### src/include/als_pkg.sv
// Purpose: shared constants for the aux link training snoop registers
// Assumes: byte-wide register data, 20-bit aux addresses
// Notes:   readback encodings differ from write encodings on purpose
package als_pkg;
  // monitored aux addresses
  localparam logic [19:0] ADDR_LINK_RATE  = 20'h00100;
  localparam logic [19:0] ADDR_LANE_CNT   = 20'h00101;
  localparam logic [19:0] ADDR_LANE0_DRV  = 20'h00103;
  localparam logic [19:0] ADDR_LANE1_DRV  = 20'h00104;
  localparam logic [19:0] ADDR_LANE2_DRV  = 20'h00105;
  localparam logic [19:0] ADDR_POWER_ST   = 20'h00600;
  // link rate write codes
  localparam logic [7:0]  WR_RATE_162     = 8'h06;
  localparam logic [7:0]  WR_RATE_270     = 8'h0a;
  localparam logic [7:0]  WR_RATE_540     = 8'h14;
  // link rate read codes
  localparam logic [1:0]  RD_RATE_162     = 2'h0;
  localparam logic [1:0]  RD_RATE_270     = 2'h1;
  localparam logic [1:0]  RD_RATE_540     = 2'h2;
  // lane count field (bits 4:0) write codes and readback masks
  localparam int          LANE_FLD_W      = 5;
  localparam logic [4:0]  WR_LANES_0      = 5'h00;
  localparam logic [4:0]  WR_LANES_1      = 5'h01;
  localparam logic [4:0]  WR_LANES_2      = 5'h02;
  localparam logic [4:0]  WR_LANES_4      = 5'h04;
  localparam logic [3:0]  MASK_LANES_0    = 4'h0;
  localparam logic [3:0]  MASK_LANES_1    = 4'h1;
  localparam logic [3:0]  MASK_LANES_2    = 4'h3;
  localparam logic [3:0]  MASK_LANES_4    = 4'hf;
  // drive register field positions (write and read placement)
  localparam int          WR_SWING_LO     = 0;
  localparam int          WR_PRE_LO       = 3;
  localparam int          RD_SWING_LO     = 0;
  localparam int          RD_PRE_LO       = 2;
  localparam int          NUM_DRV_LANES   = 3;
  // power state command values: d3 standby, d0
  localparam logic [2:0]  PWR_D3          = 3'h2;
  localparam logic [2:0]  PWR_D0          = 3'h1;
  // aux native request commands
  localparam logic [3:0]  CMD_NATIVE_WR   = 4'h8;
  localparam logic [3:0]  CMD_NATIVE_RD   = 4'h9;
endpackage : als_pkg

### src/include/als_txn_if.sv
// Purpose: carries completed aux transactions to the register logic
// Assumes: one clock shared by both ends
// Notes:   commit is a one-cycle pulse, addr/data stand until next request
`timescale 1ns/1ns
`default_nettype none
interface als_txn_if;
  logic        commit;   // native write to some address completed
  logic [19:0] addr;     // captured request address
  logic [7:0]  data;     // captured write data
  modport src (output commit, output addr, output data);
  modport dst (input commit, input addr, input data);
endinterface : als_txn_if
`default_nettype wire

### src/hw/als_txn.sv
// Purpose: holds an aux request until its reply, flags completed writes
// Assumes: request and reply strobes come from aux phy logic on i_sys_clk
// Notes:   a nacked reply drops the write without committing
`timescale 1ns/1ns
`default_nettype none
module als_txn (
  // clock and reset
  input  wire logic        i_sys_clk,
  input  wire logic        i_reset_n,
  // decoded aux request
  input  wire logic        i_req_valid,
  input  wire logic [3:0]  i_req_cmd,
  input  wire logic [19:0] i_req_addr,
  input  wire logic [7:0]  i_req_data,
  // decoded aux reply
  input  wire logic        i_reply_ack,
  input  wire logic        i_reply_nack,
  // completed transactions
  als_txn_if.src           txn
);
  typedef enum logic {ALS_IDLE, ALS_WAIT} als_txn_e;

  als_txn_e    state_ff;   // waiting for the sink's reply or not
  logic        is_wr_ff;   // held request is a native write
  logic        commit_ff;  // completion pulse
  logic [19:0] addr_ff;    // held address
  logic [7:0]  data_ff;    // held data

  // request capture and reply tracking
  always_ff @(posedge i_sys_clk or negedge i_reset_n) begin
    if (!i_reset_n) begin
      state_ff  <= ALS_IDLE;
      is_wr_ff  <= 1'b0;
      commit_ff <= 1'b0;
      addr_ff   <= 20'h00000;
      data_ff   <= 8'h00;
    end else begin
      commit_ff <= 1'b0;
      case (state_ff)
        ALS_IDLE: begin
          if (i_req_valid) begin
            state_ff <= ALS_WAIT;
            is_wr_ff <= (i_req_cmd == als_pkg::CMD_NATIVE_WR);
            addr_ff  <= i_req_addr;
            data_ff  <= i_req_data;
          end
        end
        ALS_WAIT: begin
          // a write takes effect only once the sink acks it
          if (i_reply_ack) begin
            commit_ff <= is_wr_ff;
            state_ff  <= ALS_IDLE;
          end else if (i_reply_nack) begin
            state_ff  <= ALS_IDLE;
          end
        end
        default: state_ff <= ALS_IDLE;
      endcase
    end
  end

  assign txn.commit = commit_ff;
  assign txn.addr   = addr_ff;
  assign txn.data   = data_ff;
endmodule : als_txn
`default_nettype wire

### src/hw/als_snoop.sv
// Purpose: snoops aux link training writes and drives main link settings
// Assumes: aux phy decodes 1Mbps manchester requests on i_sys_clk
// Notes:   cable adapter detect is a pin and is synchronised first
//
// How it works
// - training writes in dp mode set drive
// - follow training only in manchester signalling mode
// - tmds mode (adapter detect high) disables observer
// - detect d3 standby power command
// - ignore values in reserved bit fields
// - link rate codes 06h, 0ah, 14h decoded
// - unknown link rate code selects 5.4 Gbps
// - link rate readback 00h/01h/02h
// - lane count field 0,1,2,4 lanes
// - invalid lane count turns lanes off
// - lane readback is thermometer mask
// - lane0 swing bits 1:0, pre-emphasis 4:3
// - forbidden drive pairs disable all lanes
// - drive readback: swing 1:0, pre-emphasis 3:2
// - lanes 1 and 2 drive registers too
`timescale 1ns/1ns
`default_nettype none
module als_snoop (
  // clock and reset
  input  wire logic        i_sys_clk,
  input  wire logic        i_reset_n,
  // mode inputs
  input  wire logic        i_cable_adapter_detect,
  input  wire logic        i_aux_manchester_mode,
  // decoded aux traffic
  input  wire logic        i_req_valid,
  input  wire logic [3:0]  i_req_cmd,
  input  wire logic [19:0] i_req_addr,
  input  wire logic [7:0]  i_req_data,
  input  wire logic        i_reply_ack,
  input  wire logic        i_reply_nack,
  // main link settings
  output logic [5:0]       o_output_swing_level,
  output logic [5:0]       o_preemph_level,
  output logic [5:0]       o_input_equalizer_setting,
  output logic [3:0]       o_lane_en,
  output logic [1:0]       o_link_rate,
  output logic             o_standby_d3,
  output logic             o_tmds_mode,
  // readback of the link rate, lane count and lane drive registers
  output logic [7:0]       o_rd_data
);
  localparam int NL = als_pkg::NUM_DRV_LANES;

  als_txn_if txn ();

  logic          cad_meta_ff;  // first synchroniser stage
  logic          cad_ff;       // synchronised adapter detect
  logic          obs_on;       // observer active
  logic          wr_ok;        // a monitored write may land
  logic [1:0]    rate_ff;      // link rate, read encoding
  logic [3:0]    mask_ff;      // lane thermometer mask
  logic          lane_bad_ff;  // invalid lane count seen
  logic [1:0]    swing_ff [NL];
  logic [1:0]    pre_ff   [NL];
  logic [NL-1:0] bad_ff;       // forbidden pair per lane
  logic          d3_ff;        // standby command seen

  als_txn u_txn (
    .i_sys_clk    (i_sys_clk),
    .i_reset_n    (i_reset_n),
    .i_req_valid  (i_req_valid),
    .i_req_cmd    (i_req_cmd),
    .i_req_addr   (i_req_addr),
    .i_req_data   (i_req_data),
    .i_reply_ack  (i_reply_ack),
    .i_reply_nack (i_reply_nack),
    .txn          (txn.src)
  );

  // adapter detect is an async pin, two flops before use
  always_ff @(posedge i_sys_clk or negedge i_reset_n) begin
    if (!i_reset_n) begin
      cad_meta_ff <= 1'b0;
      cad_ff      <= 1'b0;
    end else begin
      cad_meta_ff <= i_cable_adapter_detect;
      cad_ff      <= cad_meta_ff;
    end
  end

  // observer runs in dp mode with manchester aux only
  assign obs_on = !cad_ff && i_aux_manchester_mode;
  assign wr_ok  = obs_on && txn.commit;

  // link rate: unknown codes fall back to the top rate
  always_ff @(posedge i_sys_clk or negedge i_reset_n) begin
    if (!i_reset_n) begin
      rate_ff <= als_pkg::RD_RATE_270;
    end else if (wr_ok && txn.addr == als_pkg::ADDR_LINK_RATE) begin
      if (txn.data == als_pkg::WR_RATE_162) begin
        rate_ff <= als_pkg::RD_RATE_162;
      end else if (txn.data == als_pkg::WR_RATE_270) begin
        rate_ff <= als_pkg::RD_RATE_270;
      end else begin
        rate_ff <= als_pkg::RD_RATE_540;
      end
    end
  end

  // lane count: only bits 4:0 count, the rest are reserved
  always_ff @(posedge i_sys_clk or negedge i_reset_n) begin
    if (!i_reset_n) begin
      mask_ff     <= als_pkg::MASK_LANES_0;
      lane_bad_ff <= 1'b0;
    end else if (wr_ok && txn.addr == als_pkg::ADDR_LANE_CNT) begin
      lane_bad_ff <= 1'b0;
      case (txn.data[als_pkg::LANE_FLD_W-1:0])
        als_pkg::WR_LANES_0: mask_ff <= als_pkg::MASK_LANES_0;
        als_pkg::WR_LANES_1: mask_ff <= als_pkg::MASK_LANES_1;
        als_pkg::WR_LANES_2: mask_ff <= als_pkg::MASK_LANES_2;
        als_pkg::WR_LANES_4: mask_ff <= als_pkg::MASK_LANES_4;
        default: begin
          mask_ff     <= als_pkg::MASK_LANES_0;
          lane_bad_ff <= 1'b1;
        end
      endcase
    end
  end

  // per-lane drive registers at consecutive addresses from lane 0
  for (genvar g = 0; g < NL; g++) begin : g_drv
    logic [1:0] w_sw;
    logic [1:0] w_pe;
    logic       w_bad;
    logic       hit;
    assign hit  = wr_ok &&
                  txn.addr == als_pkg::ADDR_LANE0_DRV + 20'(g);
    assign w_sw = txn.data[als_pkg::WR_SWING_LO +: 2];
    assign w_pe = txn.data[als_pkg::WR_PRE_LO +: 2];
    // swing 2-3 with pre 2-3, or swing 1 with pre 3, is forbidden;
    // not a plain sum limit: swing 3 with pre 1 must stay legal
    assign w_bad = (w_sw[1] && w_pe[1]) ||
                   (w_sw == 2'h1 && w_pe == 2'h3);
    always_ff @(posedge i_sys_clk or negedge i_reset_n) begin
      if (!i_reset_n) begin
        swing_ff[g] <= 2'h0;
        pre_ff[g]   <= 2'h0;
        bad_ff[g]   <= 1'b0;
      end else if (hit) begin
        swing_ff[g] <= w_sw;
        pre_ff[g]   <= w_pe;
        bad_ff[g]   <= w_bad;
      end
    end
  end

  // d3 standby: power state writes, bits 2:0 only
  always_ff @(posedge i_sys_clk or negedge i_reset_n) begin
    if (!i_reset_n) begin
      d3_ff <= 1'b0;
    end else if (wr_ok && txn.addr == als_pkg::ADDR_POWER_ST) begin
      d3_ff <= (txn.data[2:0] == als_pkg::PWR_D3);
    end
  end

  // main link outputs, registered; eq follows pre-emphasis level
  always_ff @(posedge i_sys_clk or negedge i_reset_n) begin
    if (!i_reset_n) begin
      o_output_swing_level      <= 6'h00;
      o_preemph_level           <= 6'h00;
      o_input_equalizer_setting <= 6'h00;
      o_lane_en                 <= 4'h0;
      o_link_rate               <= als_pkg::RD_RATE_270;
      o_standby_d3              <= 1'b0;
      o_tmds_mode               <= 1'b0;
    end else begin
      o_output_swing_level      <= {swing_ff[2], swing_ff[1], swing_ff[0]};
      o_preemph_level           <= {pre_ff[2], pre_ff[1], pre_ff[0]};
      o_input_equalizer_setting <= {pre_ff[2], pre_ff[1], pre_ff[0]};
      // a forbidden pair or bad count blanks every lane until fixed
      o_lane_en    <= (lane_bad_ff || |bad_ff) ? 4'h0 : mask_ff;
      o_link_rate  <= rate_ff;
      o_standby_d3 <= d3_ff;
      o_tmds_mode  <= cad_ff;
    end
  end

  // readback follows the last request address, read encodings only
  always_ff @(posedge i_sys_clk or negedge i_reset_n) begin
    if (!i_reset_n) begin
      o_rd_data <= 8'h00;
    end else if (txn.addr == als_pkg::ADDR_LINK_RATE) begin
      o_rd_data <= {6'h00, rate_ff};
    end else if (txn.addr == als_pkg::ADDR_LANE_CNT) begin
      o_rd_data <= {4'h0, mask_ff};
    end else if (txn.addr == als_pkg::ADDR_LANE0_DRV) begin
      o_rd_data <= {4'h0, pre_ff[0], swing_ff[0]};
    end else if (txn.addr == als_pkg::ADDR_LANE1_DRV) begin
      o_rd_data <= {4'h0, pre_ff[1], swing_ff[1]};
    end else if (txn.addr == als_pkg::ADDR_LANE2_DRV) begin
      o_rd_data <= {4'h0, pre_ff[2], swing_ff[2]};
    end else begin
      o_rd_data <= 8'h00;
    end
  end
endmodule : als_snoop
`default_nettype wire

### config.mk
export PLATFORM = sky130hd
export DESIGN_NAME = als_snoop
export DESIGN_NICKNAME = d
export VERILOG_FILES = /design/src/include/als_pkg.sv /design/src/include/als_txn_if.sv /design/src/hw/als_txn.sv /design/src/hw/als_snoop.sv
export SDC_FILE = /design/constraint.sdc
export NUM_CORES = 1
export LEC_CHECK = 0
export BUFFER_PORTS_ARGS = -buffer_cell sky130_fd_sc_hd__buf_2
export CORE_ASPECT_RATIO = 0.8
export CORE_UTILIZATION = 54
export DETAILED_ROUTE_END_ITERATION = 10
export GPL_TIMING_DRIVEN = 0
export PLACE_DENSITY = 0.83
export SYNTH_ARGS = -nofsm -noshare
export SYNTH_HDL_FRONTEND = slang
export SYNTH_SLANG_ARGS = --single-unit
### constraint.sdc
create_clock -name i_sys_clk -period 2 [get_ports i_sys_clk]
set_input_delay 0.2 -clock i_sys_clk [delete_from_list [all_inputs] [get_ports i_sys_clk]]
set_output_delay 0.2 -clock i_sys_clk [all_outputs]
set_load 0.005 [all_outputs]
==> impl_results.md <==
* LEAKAGE at around 2.0 nW
* Most frequent cell after synthesis: dfrtp_1
* Placed wire-length estimate at approximately 4600 um
* Cell depth of the worst flop-to-flop path at 5
* Largest net degree at the start of global routing at 77
* Syn avg cell area at between 10 and 15 sq um
* Critical-path top delay cell: dfrtp_1
* RSZ-0062 raised after global routing: yes
* Status: finished, final reports clean
* Die width at between 80 and 90 um
* GRT overflow at 0
* Max FO, Critical Path at 5
* Final setup viols at 0
* Initial antenna violation count at 0
* CP peak stage delay at roughly 0.41 ns
* CP arrival at around 2.2 ns
* Routed vias at ~2300
* Placed Instance Area at approximately 0.0038 sq mm
* Cells after synthesis at ~240
* DRT iter0 DRCs at around 270
* GPL Wtd Cong at roughly 0.87
* Post-synth EDFFs at 0
* Placed cell count at between 300 and 400
* Root Driver: clkbuf_8
* Post-route ant nets at 0
* DRC at 0
* Hold Crit Class: in -> reg
* #FFs+latches synth at between 70 and 80
* Final-report max-slew violation count at 0
* WL per Instance at roughly 16 um
* Final Non-Filler Cells at between 400 and 500
* Final non-filler cell area at 0.00411 sq mm
* Max-cap violations at 0
* GRT Total Usage at 21.4%
* Vias in the first global route at between 2000 and 2500
* Req. time, crit path at 2.24 ns
* Row count at 25
* Max Clock Skew at approximately 0.009 ns
* Initial Util at a little under three fifths
* Reg-to-reg endpoint: swing_ff[4]
* Core footprint at 0.00591 sq mm
* Nature of the critical path endpoint: register
* Fmax at between 500 and 600 MHz
* First-pass GRT wire length at between 10000 and 15000 um
* Antenna cell count at 0
* Netlist Area Pre-Place at 0.00332 sq mm
* Post-synth top cells: dfrtp_1, mux2_2, buf_4, clkbuf_1, nor2_1
* Slew headroom at between 60% and 70%
* Hold Path Cell Cnt at 3
* Register area share after synthesis at 58.8%
* Critical register-to-register path startpoint: u_txn.txn.addr[9]
* DIE HEIGHT at approximately 72 um
* H-tree levels at 3
* Worst-Skew Late Latency at roughly 0.35 ns
* Worst reg-to-reg setup slack at 0.01 ns
* WP depth at 5
* Top-area cell type share of the netlist area at 57.2%
* Slew @ Worst Pin at 0.549 ns
* Critical path, cell by cell: nor3b_2 -> nand4b_1 -> nor4b_4 -> buf_4 -> mux2_2
* Fin crit period at roughly 2 ns
* Async SR Flop Fraction at 100%
* Yosys cell types at 51
* Ys Warns at 0
* TritonCTS Buffers at 9
* Tcrit/Tclk final at between 90% and 100%
* Sink Count at 78
* First-pass DRT Iterations at 5
* Main synth FF type: dfrtp_1
* Die area at 0.00648 sq mm
* Critical Path Start Type: register
* Layout cells sized above 1 at a little under half
* Worst path buffer plus inverter count at 1
* Worst-path clk slew at approximately 0.080 ns
* Path type of the worst setup path: reg -> reg
* Final Hold Viols at 0
* Hold-critical path endpoint: u_txn.txn.addr[0]
* Total Routed Length at 6530 um
* CP delay by family, top: simple AND/OR/NAND/NOR gates
* Vias/cell at around 5.4
* CTS tree: done
* Final net count at 372
* Area Overhead vs Synth at 23.5%
* Cell taking the most area after synthesis: dfrtp_1
* Worst Min Path Start: i_req_addr[0]
* IO buf count at 68
* Clock Path Buffers at 2
* Power per cell area at around 840 mW/mm^2
* IO Count at 73
* Synth top area cells: dfrtp_1, mux2_2, buf_4, dfstp_2, mux2_1
* Peak VDD IR at 0.000478 V
[cell type report]
cell class / count / area, sq um
Sequential cell: 78 / 1950
Fill cell: 417 / 1810
Multi-Input combinational cell: 143 / 1280
Timing Repair Buffer: 77 / 435
Clock buffer: 11 / 141
Buffer: 22 / 124
Tap cell: 81 / 101
Clock inverter: 5 / 58.8
Inverter: 2 / 7.51
[cell usage in the layout, fill, tap and decap left out, drive strengths merged, types with 3 or more instances in the layout]
master,Yosys,routed
nand2,5,5
or4,3,3
and2,4,4
nor2,7,7
buf,11,86
mux2,51,51
nand2b,3,3
nor4b,4,4
or3,3,3
nor3,5,5
conb,1,4
nor2b,4,4
dfrtp,76,76
clkbuf,11,22
a211oi,3,3
o21ai,6,6
nor4,7,7
[tightest hold or removal path, cell delays in order]
cell	delay, ns
buf_2	0.07
nand2_1	0.03
o21ai_0	0.06
[worst max-delay path by stage]
| stage | endpoint | from |
|---|---|---|
| 2_1_floorplan | bad_ff[1] | u_txn.txn.addr[11] |
| 3_3_place_gp | bad_ff[0] | u_txn.txn.addr[17] |
| 3_5_place_dp | bad_ff[1] | u_txn.txn.addr[11] |
| 4_1_cts | bad_ff[1] | u_txn.txn.addr[11] |
| 5_1_grt | pre_ff[5] | u_txn.txn.addr[15] |
| 6_report | swing_ff[4] | u_txn.txn.addr[9] |
[power by group]
group	switching, mW	leakage, nW	internal [mW]
clock network	0.547	0.0955	0.610
logic	0.257	0.936	0.240
registers	0.106	1.00	1.69
total	0.911	2.03	2.54
[cells by family (layout without fill, tap and decap cells)]
| kind of cell | after synthesis | after routing | share of synthesized area [%] |
|---|---|---|---|
| and+or+nand+nor | 61 | 61 | 13.9 |
| AOI/OAI and AO/OA | 21 | 21 | 4.29 |
| muxes | 53 | 53 | 17.9 |
| adders and majority gates | 1 | 1 | 0.301 |
| xor gates and xnor gates | 3 | 3 | 0.791 |
| DFF | 78 | 78 | 58.8 |
| buffers and inverters | 24 | 117 | 3.95 |
| other | 1 | 4 | 0.113 |
[metrics by stage]
step                utilization [%]  TNS (ns)  setup slack [ns]  power [mW]  hold WS, ns
CTS                            68.9         0            0.0231        3.46       0.0414
global placement               63.9    -0.201           -0.0261        2.26        0.308
finish                         69.4         0            0.0110        3.45       0.0539
detailed placement             64.4    -0.538           -0.0735        2.29      0.00477
floorplan                         -         0             0.162        2.12      -0.0956
global route                   69.4    -0.263           -0.0699        3.59       0.0614
[metal layers]
layer | GRT usage [%] | wire [um] | part of all wire [%] | up-vias
met5 | 0 | 0 | 0 | -
met4 | 8.38 | 99 | 1.5 | 0
met3 | 7.02 | 495 | 7.6 | 14
met2 | 35.2 | 3110 | 48 | 117
met1 | 26.8 | 2820 | 43 | 1088
li1 | - | - | - | 1035
[repair_timing]
action	4_1_cts	5_1_grt
pin swaps	2	4
gates resized for setup	2	3
hold buffers	2	0
setup buffers	4	2
setup endpoints to repair	15	18
endpoints found under the hold margin	77	0
[flip-flops by register name, indices dropped and copies added (netlist names), 4 cells and up]
register,flops
u_txn.txn.data,8
o_rd_data,4
pre_ff,6
o_output_swing_level,6
u_txn.txn.addr,20
o_input_equalizer_setting,6
swing_ff,6
No activity file was read; power rests on OpenSTA's default activity.
